==> config.mk <==
export PLATFORM = sky130hd
export DESIGN_NAME = pic_top
export DESIGN_NICKNAME = d
export VERILOG_FILES = /design/src/inc/pic_pkg.sv /design/src/pic_arbiter.sv /design/src/pic_sampler.sv /design/src/pic_top.sv
export VERILOG_INCLUDE_DIRS = /design/src /design/src/inc
export SDC_FILE = /design/constraint.sdc
export NUM_CORES = 1
export LEC_CHECK = 0
export BUFFER_PORTS_ARGS = -buffer_cell sky130_fd_sc_hd__buf_2
export CAP_MARGIN = 10
export CORE_MARGIN = 2
export CORE_UTILIZATION = 40
export CTS_CLUSTER_DIAMETER = 120
export DETAILED_ROUTE_END_ITERATION = 8
export HOLD_SLACK_MARGIN = 0.06
export MAX_ROUTING_LAYER = met4
export PLACE_DENSITY = 0.74
export SETUP_SLACK_MARGIN = 0.2
export SLEW_MARGIN = 20
export SYNTH_ARGS = -nofsm -noshare
export SYNTH_HDL_FRONTEND = slang
export SYNTH_SLANG_ARGS = --single-unit
==> constraint.sdc <==
create_clock -name pclk -period 22.1 [get_ports pclk]
set_input_delay 4.42 -clock pclk [delete_from_list [all_inputs] [get_ports pclk]]
set_output_delay 4.42 -clock pclk [all_outputs]
set_load 0.01 [all_outputs]
==> src/inc/pic_defs.svh <==
`ifndef PIC_DEFS_SVH
`define PIC_DEFS_SVH

// Register indices (printed offsets, not all multiples of four)
`define PIC_IDX_EN_A        8'ha8
`define PIC_IDX_EN_B        8'hb1
`define PIC_IDX_PMSB_A      8'hb7
`define PIC_IDX_PLSB_A      8'hb8
`define PIC_IDX_PMSB_B      8'hb3
`define PIC_IDX_PLSB_B      8'hb2
`define PIC_IDX_TCTRL       8'h88
`define PIC_IDX_PEND        8'hc0
`define PIC_IDX_CORE        8'hc1
`define PIC_IDX_STAT        8'hc2

// Field positions
`define PIC_GATE_BIT        7
`define PIC_EN_B_MASK       8'h5f
`define PIC_EN_A_MASK       8'h7f
`define PIC_TC_TRIG0        0
`define PIC_TC_FLAG0        1
`define PIC_TC_TRIG1        2
`define PIC_TC_FLAG1        3

// Source polling numbers
`define PIC_SRC_PIN0        0
`define PIC_SRC_TMR0        1
`define PIC_SRC_PIN1        2
`define PIC_SRC_TMR1        3

// Vector layout
`define PIC_VEC_BASE        16'h0003
`define PIC_VEC_SHIFT       3

// Sampling
`define PIC_SAMPLE_PERIOD   6
`define PIC_RESET_BYTE      8'h00

`endif

==> src/inc/pic_pkg.sv <==
package pic_pkg;
    typedef struct packed {
        logic [31:0] paddr;
        logic        psel;
        logic        penable;
        logic        pwrite;
        logic [31:0] pwdata;
    } pic_apb_req_type;

    typedef struct packed {
        logic [31:0] prdata;
        logic        pready;
        logic        pslverr;
    } pic_apb_rsp_type;

    typedef struct packed {
        logic        irq_req;
        logic [15:0] vector;
        logic [3:0]  src_num;
        logic [1:0]  level;
    } pic_core_req_type;

    typedef struct packed {
        logic        ack;
        logic        return_from_service;
    } pic_core_rsp_type;
endpackage

==> src/pic_arbiter.sv <==
`timescale 1ns/1ps
`include "pic_defs.svh"

module pic_arbiter #(
    parameter int NSRC = 15
) (
    // Requests and levels
    input  wire logic [NSRC-1:0]   req,
    input  wire logic [2*NSRC-1:0] lvl,
    // Winner
    output logic                   found,
    output logic [3:0]             win,
    output logic [1:0]             win_lvl
);
    import pic_pkg::*;

    initial begin
        if (NSRC < 1 || NSRC > 16) $error("pic_arbiter: bad NSRC");
    end

    always_comb begin
        found   = 1'b0;
        win     = 4'h0;
        win_lvl = 2'b00;
        // Descending index, greater or equal: lower number wins ties
        for (int i = NSRC - 1; i >= 0; i--) begin
            if (req[i] && (!found || lvl[2*i +: 2] >= win_lvl)) begin // RULE_03 RULE_04
                found   = 1'b1;
                win     = 4'(i);
                win_lvl = lvl[2*i +: 2];
            end
        end
    end
endmodule

==> src/pic_sampler.sv <==
`timescale 1ns/1ps
`include "pic_defs.svh"

module pic_sampler #(
    parameter int WIDTH  = 3,
    parameter int PERIOD = `PIC_SAMPLE_PERIOD
) (
    // Clock and reset
    input  wire logic             pclk,
    input  wire logic             presetn,
    // Pins and sampled levels
    input  wire logic [WIDTH-1:0] pin_in,
    output logic      [WIDTH-1:0] sampled,
    output logic                  tick
);
    import pic_pkg::*;

    initial begin
        if (PERIOD < 2 || PERIOD > 255) $error("pic_sampler: bad PERIOD");
    end

    typedef struct packed {
        logic [WIDTH-1:0] s1;
        logic [WIDTH-1:0] s2;
        logic [WIDTH-1:0] smp;
        logic [7:0]       cnt;
        logic             tick;
    } pic_smp_st_type;

    pic_smp_st_type st_r;
    pic_smp_st_type st_nxt;

    localparam logic [7:0] LAST = 8'(PERIOD - 1);

    always_comb begin
        st_nxt      = st_r;
        st_nxt.s1   = pin_in;
        st_nxt.s2   = st_r.s1;
        st_nxt.tick = 1'b0;
        if (st_r.cnt == LAST) begin
            st_nxt.cnt  = 8'h00;
            st_nxt.smp  = st_r.s2;   // RULE_11
            st_nxt.tick = 1'b1;
        end else begin
            st_nxt.cnt = st_r.cnt + 8'h01;
        end
    end

    always_ff @(posedge pclk or negedge presetn) begin
        if (!presetn) begin
            st_r <= '{s1: '1, s2: '1, smp: '1, cnt: 8'h00, tick: 1'b0};
        end else begin
            st_r <= st_nxt;
        end
    end

    assign sampled = st_r.smp;
    assign tick    = st_r.tick;

    sample_spacing_a: assert property (@(posedge pclk) disable iff (!presetn)
        tick |=> !tick [*5] ##1 tick) else $error("sample tick spacing wrong"); // RULE_11
endmodule

==> src/pic_top.sv <==
`timescale 1ns/1ps
`include "pic_defs.svh"

// Operation
// RULE_01 - Two-bit level per source, msb/lsb
// RULE_02 - Preempt only by strictly higher level
// RULE_03 - Highest programmed level vectored first
// RULE_04 - Ties broken by fixed polling order
// RULE_05 - Vector is 0003h plus eight times number
// RULE_06 - Clear timer and edge pin flags on vectoring
// RULE_07 - Trigger select: 0 low level, 1 falling edge
// RULE_08 - Pin event sets flag regardless of enable
// RULE_09 - Level routine clears flag, pin releases
// RULE_10 - Low request pin level wakes power-down
// RULE_11 - Pins sampled every six clock periods
// RULE_12 - Level request held over six periods
// RULE_13 - Edge request low six periods after
// RULE_14 - Global gate bit 7 blocks everything
// RULE_15 - First enable register bit layout
// RULE_16 - Second enable register bit layout
// RULE_17 - Reserved enable bits read zero
// RULE_18 - Priority bits mirror enable positions
// RULE_19 - Core finishes instruction before vectoring
// RULE_20 - Return clears in-service of top level
// RULE_21 - Request only above highest in-service level
// RULE_22 - Disabled request stays pending in flag
module pic_top (
    // Clock and reset
    input  wire logic                   pclk,
    input  wire logic                   presetn,
    // APB slave
    input  wire pic_pkg::pic_apb_req_type apb_req,
    output pic_pkg::pic_apb_rsp_type      apb_rsp,
    // External pins
    input  wire logic                   outside_request_pin_zero_n,
    input  wire logic                   outside_request_pin_one_n,
    input  wire logic                   keypad_wake_input,
    // Peripheral request flags (timers pulse, others level)
    input  wire logic                   timer_zero_event,
    input  wire logic                   timer_one_event,
    input  wire logic [10:0]            periph_flags,
    // Core handshake
    input  wire pic_pkg::pic_core_rsp_type core_rsp,
    output pic_pkg::pic_core_req_type     core_req,
    // Power-down wake
    output logic                        wake_request
);
    import pic_pkg::*;

    localparam int NSRC = 15;

    typedef struct packed {
        logic [7:0]  en_a;
        logic [7:0]  en_b;
        logic [7:0]  pmsb_a;
        logic [7:0]  plsb_a;
        logic [7:0]  pmsb_b;
        logic [7:0]  plsb_b;
        logic [1:0]  trig;
        logic [1:0]  ext_flag;
        logic [1:0]  tmr_flag;
        logic [1:0]  prev_pin;
        logic [3:0]  in_svc;
        logic [31:0] rdata;
        logic        ready;
        logic        err;
        logic        wake;
    } pic_st_type;

    pic_st_type st_r;
    pic_st_type st_nxt;

    // Edge memory starts at the idle-high pin level
    localparam pic_st_type ST_RESET = '{prev_pin: '1, default: '0};

    // ----------------------------------------------------------------
    // Pin sampling
    // ----------------------------------------------------------------
    logic [2:0] smp;
    logic       tick;

    pic_sampler #(
        .WIDTH  (3),
        .PERIOD (`PIC_SAMPLE_PERIOD)
    ) u_sampler (
        .pclk    (pclk),
        .presetn (presetn),
        .pin_in  ({keypad_wake_input, outside_request_pin_one_n,
                   outside_request_pin_zero_n}),
        .sampled (smp),
        .tick    (tick)
    );

    // ----------------------------------------------------------------
    // Source vectors in polling order
    // ----------------------------------------------------------------
    logic [NSRC-1:0]   pend;
    logic [NSRC-1:0]   enab;
    logic [NSRC-1:0]   req;
    logic [2*NSRC-1:0] lvl;
    logic [NSRC-1:0]   pmsb;
    logic [NSRC-1:0]   plsb;
    logic [NSRC-1:0]   emap;
    logic [1:0]        pin_lvl;

    assign pin_lvl = ~smp[1:0];

    // Level mode: flag follows the pin while low
    always_comb begin
        pend = {1'b0, periph_flags[10], 1'b0, periph_flags[9:0], 2'b00};
        pend[`PIC_SRC_PIN0] = st_r.ext_flag[0];
        pend[`PIC_SRC_TMR0] = st_r.tmr_flag[0];
        pend[`PIC_SRC_PIN1] = st_r.ext_flag[1];
        pend[`PIC_SRC_TMR1] = st_r.tmr_flag[1];
        pend[4]  = periph_flags[0];
        pend[5]  = periph_flags[1];
        pend[6]  = periph_flags[2];
        pend[7]  = periph_flags[3];
        pend[8]  = periph_flags[4];
        pend[9]  = periph_flags[5];
        pend[10] = periph_flags[6];
        pend[11] = periph_flags[7] | periph_flags[8]; // keypad flag or its input logic
        pend[13] = periph_flags[9];
        pend[14] = 1'b0;
        pend[12] = 1'b0;
    end

    // Map enable/priority bit positions onto polling numbers
    function automatic logic [NSRC-1:0] to_poll(input logic [7:0] a, input logic [7:0] b);
        to_poll = {1'b0, b[6], 1'b0, b[4], b[3], b[2], b[1], b[0],
                   a[6], a[5], a[4], a[3], a[1 + 1], a[1], a[0]};
    endfunction

    assign emap = to_poll(st_r.en_a, st_r.en_b);                      // RULE_15 RULE_16
    assign pmsb = to_poll(st_r.pmsb_a, st_r.pmsb_b);                  // RULE_18
    assign plsb = to_poll(st_r.plsb_a, st_r.plsb_b);                  // RULE_18
    assign enab = st_r.en_a[`PIC_GATE_BIT] ? emap : '0;               // RULE_14
    assign req  = pend & enab;                                        // RULE_22

    genvar g;
    generate
        for (g = 0; g < NSRC; g++) begin : g_lvl
            assign lvl[2*g +: 2] = {pmsb[g], plsb[g]};                // RULE_01
        end
    endgenerate

    logic       found;
    logic [3:0] win;
    logic [1:0] win_lvl;

    pic_arbiter #(
        .NSRC (NSRC)
    ) u_arb (
        .req     (req),
        .lvl     (lvl),
        .found   (found),
        .win     (win),
        .win_lvl (win_lvl)
    );

    // Highest level in service, 0 when idle (svc_any low)
    logic       svc_any;
    logic [1:0] svc_top;
    always_comb begin
        svc_any = |st_r.in_svc;
        svc_top = 2'b00;
        for (int i = 0; i < 4; i++) begin
            if (st_r.in_svc[i]) svc_top = 2'(i);
        end
    end

    logic take;
    assign take = found && (!svc_any || win_lvl > svc_top);            // RULE_02 RULE_21

    // ----------------------------------------------------------------
    // APB decode
    // ----------------------------------------------------------------
    logic       acc;
    logic       wr;
    logic [7:0] idx;
    logic       hit;
    logic [7:0] wb;

    assign acc = apb_req.psel && apb_req.penable;
    assign wr  = acc && apb_req.pwrite;
    assign idx = apb_req.paddr[9:2];
    assign wb  = apb_req.pwdata[7:0];
    assign hit = (apb_req.paddr[1:0] == 2'b00) && (apb_req.paddr[31:10] == '0) &&
                 (idx inside {`PIC_IDX_EN_A, `PIC_IDX_EN_B, `PIC_IDX_PMSB_A, `PIC_IDX_PLSB_A,
                              `PIC_IDX_PMSB_B, `PIC_IDX_PLSB_B, `PIC_IDX_TCTRL,
                              `PIC_IDX_PEND, `PIC_IDX_CORE, `PIC_IDX_STAT});

    logic [7:0] tctrl;
    assign tctrl = {4'h0, st_r.ext_flag[1], st_r.trig[1], st_r.ext_flag[0], st_r.trig[0]};

    // ----------------------------------------------------------------
    // Next state
    // ----------------------------------------------------------------
    logic [1:0] fall;
    logic       vec_go;

    assign fall   = st_r.prev_pin & ~smp[1:0];
    assign vec_go = take && core_rsp.ack;                              // RULE_19

    always_comb begin
        st_nxt          = st_r;
        st_nxt.ready    = 1'b0;
        st_nxt.err      = 1'b0;
        st_nxt.rdata    = '0;
        st_nxt.wake     = |pin_lvl;                                    // RULE_10
        if (tick) st_nxt.prev_pin = smp[1:0];

        // Software writes first so that hardware sets win;
        // a write lands only on the edge that sees pready high
        if (wr && st_r.ready && hit) begin
            case (idx)
                `PIC_IDX_EN_A:   st_nxt.en_a   = wb;
                `PIC_IDX_EN_B:   st_nxt.en_b   = wb & `PIC_EN_B_MASK;  // RULE_17
                `PIC_IDX_PMSB_A: st_nxt.pmsb_a = wb & `PIC_EN_A_MASK;
                `PIC_IDX_PLSB_A: st_nxt.plsb_a = wb & `PIC_EN_A_MASK;
                `PIC_IDX_PMSB_B: st_nxt.pmsb_b = wb & `PIC_EN_B_MASK;
                `PIC_IDX_PLSB_B: st_nxt.plsb_b = wb & `PIC_EN_B_MASK;
                `PIC_IDX_TCTRL: begin
                    st_nxt.trig     = {wb[`PIC_TC_TRIG1], wb[`PIC_TC_TRIG0]};
                    st_nxt.ext_flag = {wb[`PIC_TC_FLAG1], wb[`PIC_TC_FLAG0]};
                end
                default: ;
            endcase
        end

        // Hardware clear on vectoring
        if (vec_go) begin
            if (win == `PIC_SRC_TMR0) st_nxt.tmr_flag[0] = 1'b0;       // RULE_06
            if (win == `PIC_SRC_TMR1) st_nxt.tmr_flag[1] = 1'b0;       // RULE_06
            if (win == `PIC_SRC_PIN0 && st_r.trig[0]) st_nxt.ext_flag[0] = 1'b0; // RULE_06
            if (win == `PIC_SRC_PIN1 && st_r.trig[1]) st_nxt.ext_flag[1] = 1'b0; // RULE_06
            st_nxt.in_svc[win_lvl] = 1'b1;
        end

        // Return clears the highest level in service
        if (core_rsp.return_from_service && svc_any) st_nxt.in_svc[svc_top] = 1'b0;  // RULE_20

        // Event sets, winning over any clear
        for (int n = 0; n < 2; n++) begin
            if (st_r.trig[n] ? (tick && fall[n]) : pin_lvl[n])         // RULE_07
                st_nxt.ext_flag[n] = 1'b1;                             // RULE_08
        end
        if (timer_zero_event) st_nxt.tmr_flag[0] = 1'b1;
        if (timer_one_event)  st_nxt.tmr_flag[1] = 1'b1;

        if (acc && !st_r.ready) begin
            st_nxt.ready = 1'b1;
            st_nxt.err   = !hit;
            if (!apb_req.pwrite && hit) begin
                case (idx)
                    `PIC_IDX_EN_A:   st_nxt.rdata[7:0] = st_r.en_a;
                    `PIC_IDX_EN_B:   st_nxt.rdata[7:0] = st_r.en_b & `PIC_EN_B_MASK; // RULE_17
                    `PIC_IDX_PMSB_A: st_nxt.rdata[7:0] = st_r.pmsb_a;
                    `PIC_IDX_PLSB_A: st_nxt.rdata[7:0] = st_r.plsb_a;
                    `PIC_IDX_PMSB_B: st_nxt.rdata[7:0] = st_r.pmsb_b;
                    `PIC_IDX_PLSB_B: st_nxt.rdata[7:0] = st_r.plsb_b;
                    `PIC_IDX_TCTRL:  st_nxt.rdata[7:0] = tctrl;
                    `PIC_IDX_PEND:   st_nxt.rdata[14:0] = pend;
                    `PIC_IDX_CORE:   st_nxt.rdata[7:0] = {2'b00, take, found, win};
                    `PIC_IDX_STAT:   st_nxt.rdata[7:0] = {2'b00, win_lvl, st_r.in_svc};
                    default:         st_nxt.rdata = '0;
                endcase
            end
        end
    end

    always_ff @(posedge pclk or negedge presetn) begin
        if (!presetn) begin
            st_r <= ST_RESET;
        end else begin
            st_r <= st_nxt;
        end
    end

    // ----------------------------------------------------------------
    // Outputs
    // ----------------------------------------------------------------
    assign apb_rsp.prdata  = st_r.rdata;
    assign apb_rsp.pready  = st_r.ready;
    assign apb_rsp.pslverr = st_r.err;

    assign core_req.irq_req = take;
    assign core_req.vector  = `PIC_VEC_BASE + (16'(win) << `PIC_VEC_SHIFT); // RULE_05
    assign core_req.src_num = win;
    assign core_req.level   = win_lvl;
    assign wake_request     = st_r.wake;

    // ----------------------------------------------------------------
    // Checks
    // ----------------------------------------------------------------
    gate_blocks_all_a: assert property (@(posedge pclk) disable iff (!presetn)
        !st_r.en_a[`PIC_GATE_BIT] |-> !core_req.irq_req) else $error("irq with gate off"); // RULE_14
    strict_preempt_a: assert property (@(posedge pclk) disable iff (!presetn)
        core_req.irq_req && svc_any |-> core_req.level > svc_top)
        else $error("preempt without higher level"); // RULE_02
    vector_formula_a: assert property (@(posedge pclk) disable iff (!presetn)
        core_req.irq_req |-> core_req.vector == 16'h0003 + 16'(core_req.src_num) * 16'h0008)
        else $error("vector address wrong"); // RULE_05
    timer_clear_a: assert property (@(posedge pclk) disable iff (!presetn)
        vec_go && win == 4'h1 && !timer_zero_event |=> !st_r.tmr_flag[0])
        else $error("timer flag not cleared"); // RULE_06
    level_kept_a: assert property (@(posedge pclk) disable iff (!presetn)
        vec_go && win == 4'h0 && !st_r.trig[0] |=> st_r.ext_flag[0])
        else $error("level flag cleared by hardware"); // RULE_06
    edge_sets_a: assert property (@(posedge pclk) disable iff (!presetn)
        tick && st_r.trig[1] && fall[1] |=> st_r.ext_flag[1])
        else $error("edge did not set flag"); // RULE_08
    reserved_zero_a: assert property (@(posedge pclk) disable iff (!presetn)
        1'b1 |-> st_r.en_b[7] == 1'b0 && st_r.en_b[5] == 1'b0)
        else $error("reserved enable bit set"); // RULE_17
    return_from_service_clears_a: assert property (@(posedge pclk) disable iff (!presetn)
        core_rsp.return_from_service && svc_any && !vec_go |=> !st_r.in_svc[$past(svc_top)])
        else $error("return did not clear level"); // RULE_20
    disabled_pending_a: assert property (@(posedge pclk) disable iff (!presetn)
        core_req.irq_req |-> enab[core_req.src_num] && pend[core_req.src_num])
        else $error("disabled source vectored"); // RULE_22
    wake_low_a: assert property (@(posedge pclk) disable iff (!presetn)
        pin_lvl[0] |=> wake_request) else $error("no wake on low pin"); // RULE_10
    ready_pulse_a: assert property (@(posedge pclk) disable iff (!presetn)
        apb_rsp.pready |=> !apb_rsp.pready) else $error("pready longer than one cycle");
    one_wait_a: assert property (@(posedge pclk) disable iff (!presetn)
        apb_req.psel && apb_req.penable && !apb_rsp.pready |=> apb_rsp.pready)
        else $error("pready not after one wait state");
    edge_clear_a: assert property (@(posedge pclk) disable iff (!presetn) // RULE_06
        vec_go && win == 4'h2 && st_r.trig[1] && !(tick && fall[1]) && !wr
        |=> !st_r.ext_flag[1])
        else $error("edge flag not cleared");
    level_sets_a: assert property (@(posedge pclk) disable iff (!presetn) // RULE_07
        !st_r.trig[0] && pin_lvl[0] |=> st_r.ext_flag[0])
        else $error("level did not set flag");
    timer_latch_a: assert property (@(posedge pclk) disable iff (!presetn) // RULE_22
        timer_one_event |=> st_r.tmr_flag[1]) else $error("timer event not latched");

    vector_taken_c: cover property (@(posedge pclk) disable iff (!presetn) vec_go);
    nested_c: cover property (@(posedge pclk) disable iff (!presetn) vec_go && svc_any);
    edge_seen_c: cover property (@(posedge pclk) disable iff (!presetn)
        tick && st_r.trig[0] && fall[0]);
    return_from_service_c: cover property (@(posedge pclk) disable iff (!presetn) core_rsp.return_from_service && svc_any);
    masked_pending_c: cover property (@(posedge pclk) disable iff (!presetn) |(pend & ~emap));
endmodule

; ---- After elaboration in Yosys (flattened, before gate mapping)
; Index checks and enable logic that the tools add are counted.
[totals]
regBits = 102
in_bits = 87
out_inout_bits = 58
wordCells = 219
[op_classes]
n_eq_ne = 14
muxes = 73
addsub = 2
bitwise_logic = 7
n_lt_le_gt_ge = 19
reduce_logical = 83
[ops]
columns = op, count
row1 = $eq 8x8->1 const B, 10
row2 = $pmux 8 s10, 1
row3 = $mux 4, 18
row4 = $mux 2, 18
row5 = $logic_and 1x1->1, 31
row6 = $mux 1, 29
row7 = $mux 14, 2
row8 = $ge 2x2->1, 12
row9 = $logic_not 22->1, 1
row10 = $logic_not 1->1, 18
row11 = $reduce_and 2->1, 9
row12 = $mux 16, 1
row13 = $logic_or 1x1->1, 15
row14 = $and 14x14->14, 1
row15 = $reduce_bool 10->1, 1
row16 = $add 2x7->8 const A, 1
row17 = $add 8x1->8 const B, 1
row18 = $eq 4x2->1 const B, 2
row19 = $eq 8x3->1 const B, 1
row20 = $mux 8, 1
row21 = $reduce_bool 2->1, 4
row22 = $ge 2x1->1 const B, 3
row23 = $lt 2x3->1 const B, 2
row24 = $mux 6, 1
row25 = other kinds (14), 15

; ---- Depth between registers and ports, before layout
[logic_depth]
depth_word = 65
ltp_mapped = 95
depth_no_buf = 92

; ---- Hierarchy
; From an unflattened synthesis, not the netlist that was laid out.
[hier_totals]
cells_unflattened = 638
area_unflattened_um2 = 6184.7
[modules_own_cells]
columns = mod, seq_area_each_um2, cells_each, instances, area_per_inst_um2
row1 = pic_top, 1704.1, 354, 1, 3837.4
row2 = pic_arbiter, 0.0, 236, 1, 1646.6
row3 = pic_sampler, 461.7, 48, 1, 700.7

; ---- Worst setup path after synthesis
; OpenSTA, ideal clock, no wires.
[synth_timing]
path_type = in2out
startpoint = in periph_flags[9]
endpoint = out core_req[22] (netlist bit)
slack_ps = -1305
cell_stages = 82
t_required_ps = 17680
arrival_ps = 18985
n_path_buf = 2
cell_sequence = nand2_4 nor3_1 ha_1 nand2b_1 a211oi_2 o21ai_1 a21o_1 ha_1 a221oi_4 nor2_1 a211oi_4 nor2_1 ha_1 a21oi_1 a211oi_4 nand2_1 o21a_1 ha_1 [... 46 more ...] o21ai_0 ha_1 nand2b_1 a21o_1 o2111ai_1 a21boi_0 a21oi_1 ha_1 nand2b_1 a221o_1 nand2_1 mux2_2 ha_1 a21oi_1 a21oi_1 a21oi_1 nor2_1 buf_4
[synth_rtl]
columns = item, line_no
row1 = from (decl), pic_top.sv:41  ; input wire logic [10:0] periph_flags,
row2 = to (decl), pic_top.sv:44  ; output pic_pkg::pic_core_req_type core_req,

==> results.ini <==
[route]
vias_per_cell=5.65
wire_per_inst_um=18.7
drtPass1Iterations=5
via_count=5229
ant_nets=0
drc=0
routed_wl_um=17300
drt_iter0_drc=483

[sta]
worst_slew_pin_slew_ps=1110
fin_setup_tns_ps=-5330
finalWorstSetupSlack_ps=-795
period_needed_ps=22890
rsz0062_at_grt=yes
fmax_ghz=0.0437
slew_headroom_pct=25.6
setup_viol=11
period_share_pct=104
finClkSkew_ps=5.26
finalHoldViolCount=0
final_max_slew_viol_count=0

[setup_path]
critPathKind=in -> out
cpMostUsedCell=nand2b_4
worstPathArrival_ps=18470
cp_max_fo=5
critPathMaxStageDelay_ps=390
timing.rr.end=pend[2]
r2r_cells=89
crit_path_end_kind=output pin
critical-path-slowest-cell=o41a_1
required_ps=17680
start_kind=primary input
reg2reg_from=st_r[94]
reg2reg_slack_ps=5450

[status]
status=finished with violations
violations=negative setup slack

[synthesis]
synth-seq-cells=83
synth_edf_count=0
ys_seq_area_share_pct=36.7
ys_warn_count=0
synthDistinctLibCells=89
postSynthAreaPerCell_sq_um=9.97
synth-main-ff-cell=dfrtp_1
async_flop_share_pct=100
syn_area_sq_um=5690
syn_inst=571

[min_path]
hold_path_depth=0
hold_end=u_sampler.st_r[13]
worstHoldPathType=reg -> reg
hp-start=u_sampler.st_nxt[13]

[clock_network]
cts_sinks=83
clk-insertion-delay-late_ps=350
cts_tree=built
clk_pin_slew_ps=70
htreeDepth=3
numCtsBuffers=9
root_buffer=clkbuf_16
clk_path_buf_depth=2
hold_buffers=0

[floorplanning]
die_y_um=123
dieArea_sq_um=15200
rows=43
die_w_um=123
io_pins=145
fp.coreArea_sq_um=13900
start_util_pct=41.0

[pwr]
p_leak_uw=0.00358
powerDensity_nw_per_um2=41.3
peakVddDrop_mv=0.0674
p_total_uw=320

[layout]
fillers=1152
nets=850
stdcell_count=925
drive_gt1_share_pct=49.4
antenna_cells=0
area_delta_synth_final_pct=36.3

[place]
gp_congestion=0.941
dp.cells=853
post-place-ws_ps=-1080
port_buffers=87
dpl.hpwl_um=12000

[global_routing]
grt_pass1_vias=5053
overflow=0
grt_max_degree=84
grt_usage_pct=23.3
grt_pass1_wl_um=26300
antenna_found_initial=0

[flow_run]
cap_violations=0

[worst max-delay path, delay by kind of cell]
kind / cells / cell delay (ps)
AND/OR/NAND/NOR: 23 / 2650
buffers and inverters: 13 / 1500
adder cells (fa/ha/maj): 12 / 3010
multiplexers: 1 / 340
AO/OA/AOI/OAI: 38 / 6570
[flip-flops by register name, summed over array words and instances (netlist names)]
| register | flops |
|---|---|
| lvl | 26 |
| apb_rsp | 15 |
| emap | 13 |
| u_sampler.st_r | 10 |
| st_r | 9 |
| pend | 4 |
| u_sampler.sampled | 2 |
| u_sampler.st_nxt | 2 |
| u_sampler.tick | 1 |
| wake_request | 1 |
[through the flow]
| stage | utilization [%] | hold WS [ps] | cell area, sq um |
|---|---|---|---|
| floorplan | - | 345 | 6020 |
| global placement | 47.4 | 346 | 6580 |
| detailed placement | 47.4 | 350 | 6580 |
| CTS | 53.8 | 360 | 7470 |
| global route | 55.9 | 367 | 7750 |
| finish | 55.9 | 358 | 7750 |
[placed cells by master, fill, tap and decap left out, types with 9 or more instances in the layout]
cell type,synthesis,final
buf_4,51,83
nand2_1,43,36
mux2_2,49,48
nand2b_4,0,10
nand3_1,15,13
nor2_1,32,29
dfrtp_1,75,75
clkbuf_16,0,9
buf_2,2,78
ha_1,23,13
buf_6,1,25
a22oi_1,18,17
ha_4,0,9
o21ai_0,18,12
inv_1,31,29
conb_1,2,31
and3_1,9,9
[cell families after synthesis]
| kind of cell | after synthesis | synth area share [%] |
|---|---|---|
| buffers and inverters | 90 | 9.52 |
| adder cells (fa/ha/maj) | 24 | 5.23 |
| AO/OA/AOI/OAI | 142 | 21.1 |
| other | 2 | 0.132 |
| multiplexers | 51 | 10.0 |
| flip-flops | 83 | 36.7 |
| XOR/XNOR | 6 | 0.923 |
| AND/OR/NAND/NOR | 173 | 16.4 |
[report_power, final]
part | total, uW | switching, uW | internal (uW)
registers | 154 | 0.496 | 154
clock network | 149 | 67.7 | 81.4
logic | 17.3 | 11.3 | 6.02
[layer usage]
layer,part of all wire [%],track usage [%],up-vias
met4,3.9,9.59,0
li1,-,-,2370
met5,0,-,-
met2,49,36.7,259
met1,40,28.8,2544
met3,7.4,5.72,56
[layout make-up]
class	instances	area (sq um)	area share, %
inverter	32	123	1.58
timing repair buffer	187	1320	17.0
tap	180	225	2.90
sequential	83	2090	26.9
clock inverter	6	53.8	0.694
multi-input combinational	427	3710	47.9
clock buffer	10	239	3.08
[worst max-delay path by stage]
stage                              end  cells past startpoint  slack, ps            start
after floorplan           core_req[22]                     83       -380  periph_flags[9]
after global placement    core_req[22]                     85       -550  periph_flags[9]
after detailed placement  core_req[22]                     86      -1080  periph_flags[9]
after CTS                 core_req[22]                     84       -560  periph_flags[9]
after global routing      core_req[22]                     86      -1420  periph_flags[9]
final                     core_req[22]                     87       -790  periph_flags[9]
[synth_stat cells, drive strengths merged, types with 3 or more instances]
cell type | count | area (sq um)
a21oi | 19 | 98.9
nand4 | 3 | 18.8
nand2b | 13 | 81.3
a31oi | 5 | 31.3
inv | 32 | 123
o21ai | 23 | 138
a22oi | 18 | 135
mux2 | 49 | 552
a221oi | 8 | 93.8
a21o | 9 | 70.1
o21a | 7 | 52.6
a211oi | 7 | 87.6
dfstp | 8 | 210
nand3 | 16 | 85.1
or4 | 3 | 22.5
o31ai | 6 | 68.8
ha | 23 | 288
dfrtp | 75 | 1880
clkbuf | 4 | 15.0
and2 | 11 | 73.8
or3 | 3 | 23.8
nand2 | 44 | 173
or2 | 5 | 33.8
nor4 | 9 | 56.3
a22o | 4 | 35.0
a21bo | 3 | 30.0
xnor2 | 4 | 35.0
nor2 | 32 | 120
and3 | 9 | 56.3
nor3 | 12 | 75.1
o211ai | 4 | 43.8
buf | 54 | 404
a41oi | 4 | 35.0
nor3b | 3 | 27.5
[timing repair]
item / 4_1_cts / 5_1_grt
pin swaps: 51 / 48
setup endpoints to repair: 11 / 11
buffers inserted: 38 / 18
resized for setup: 55 / 28
(Power assumes the default switching activity.)
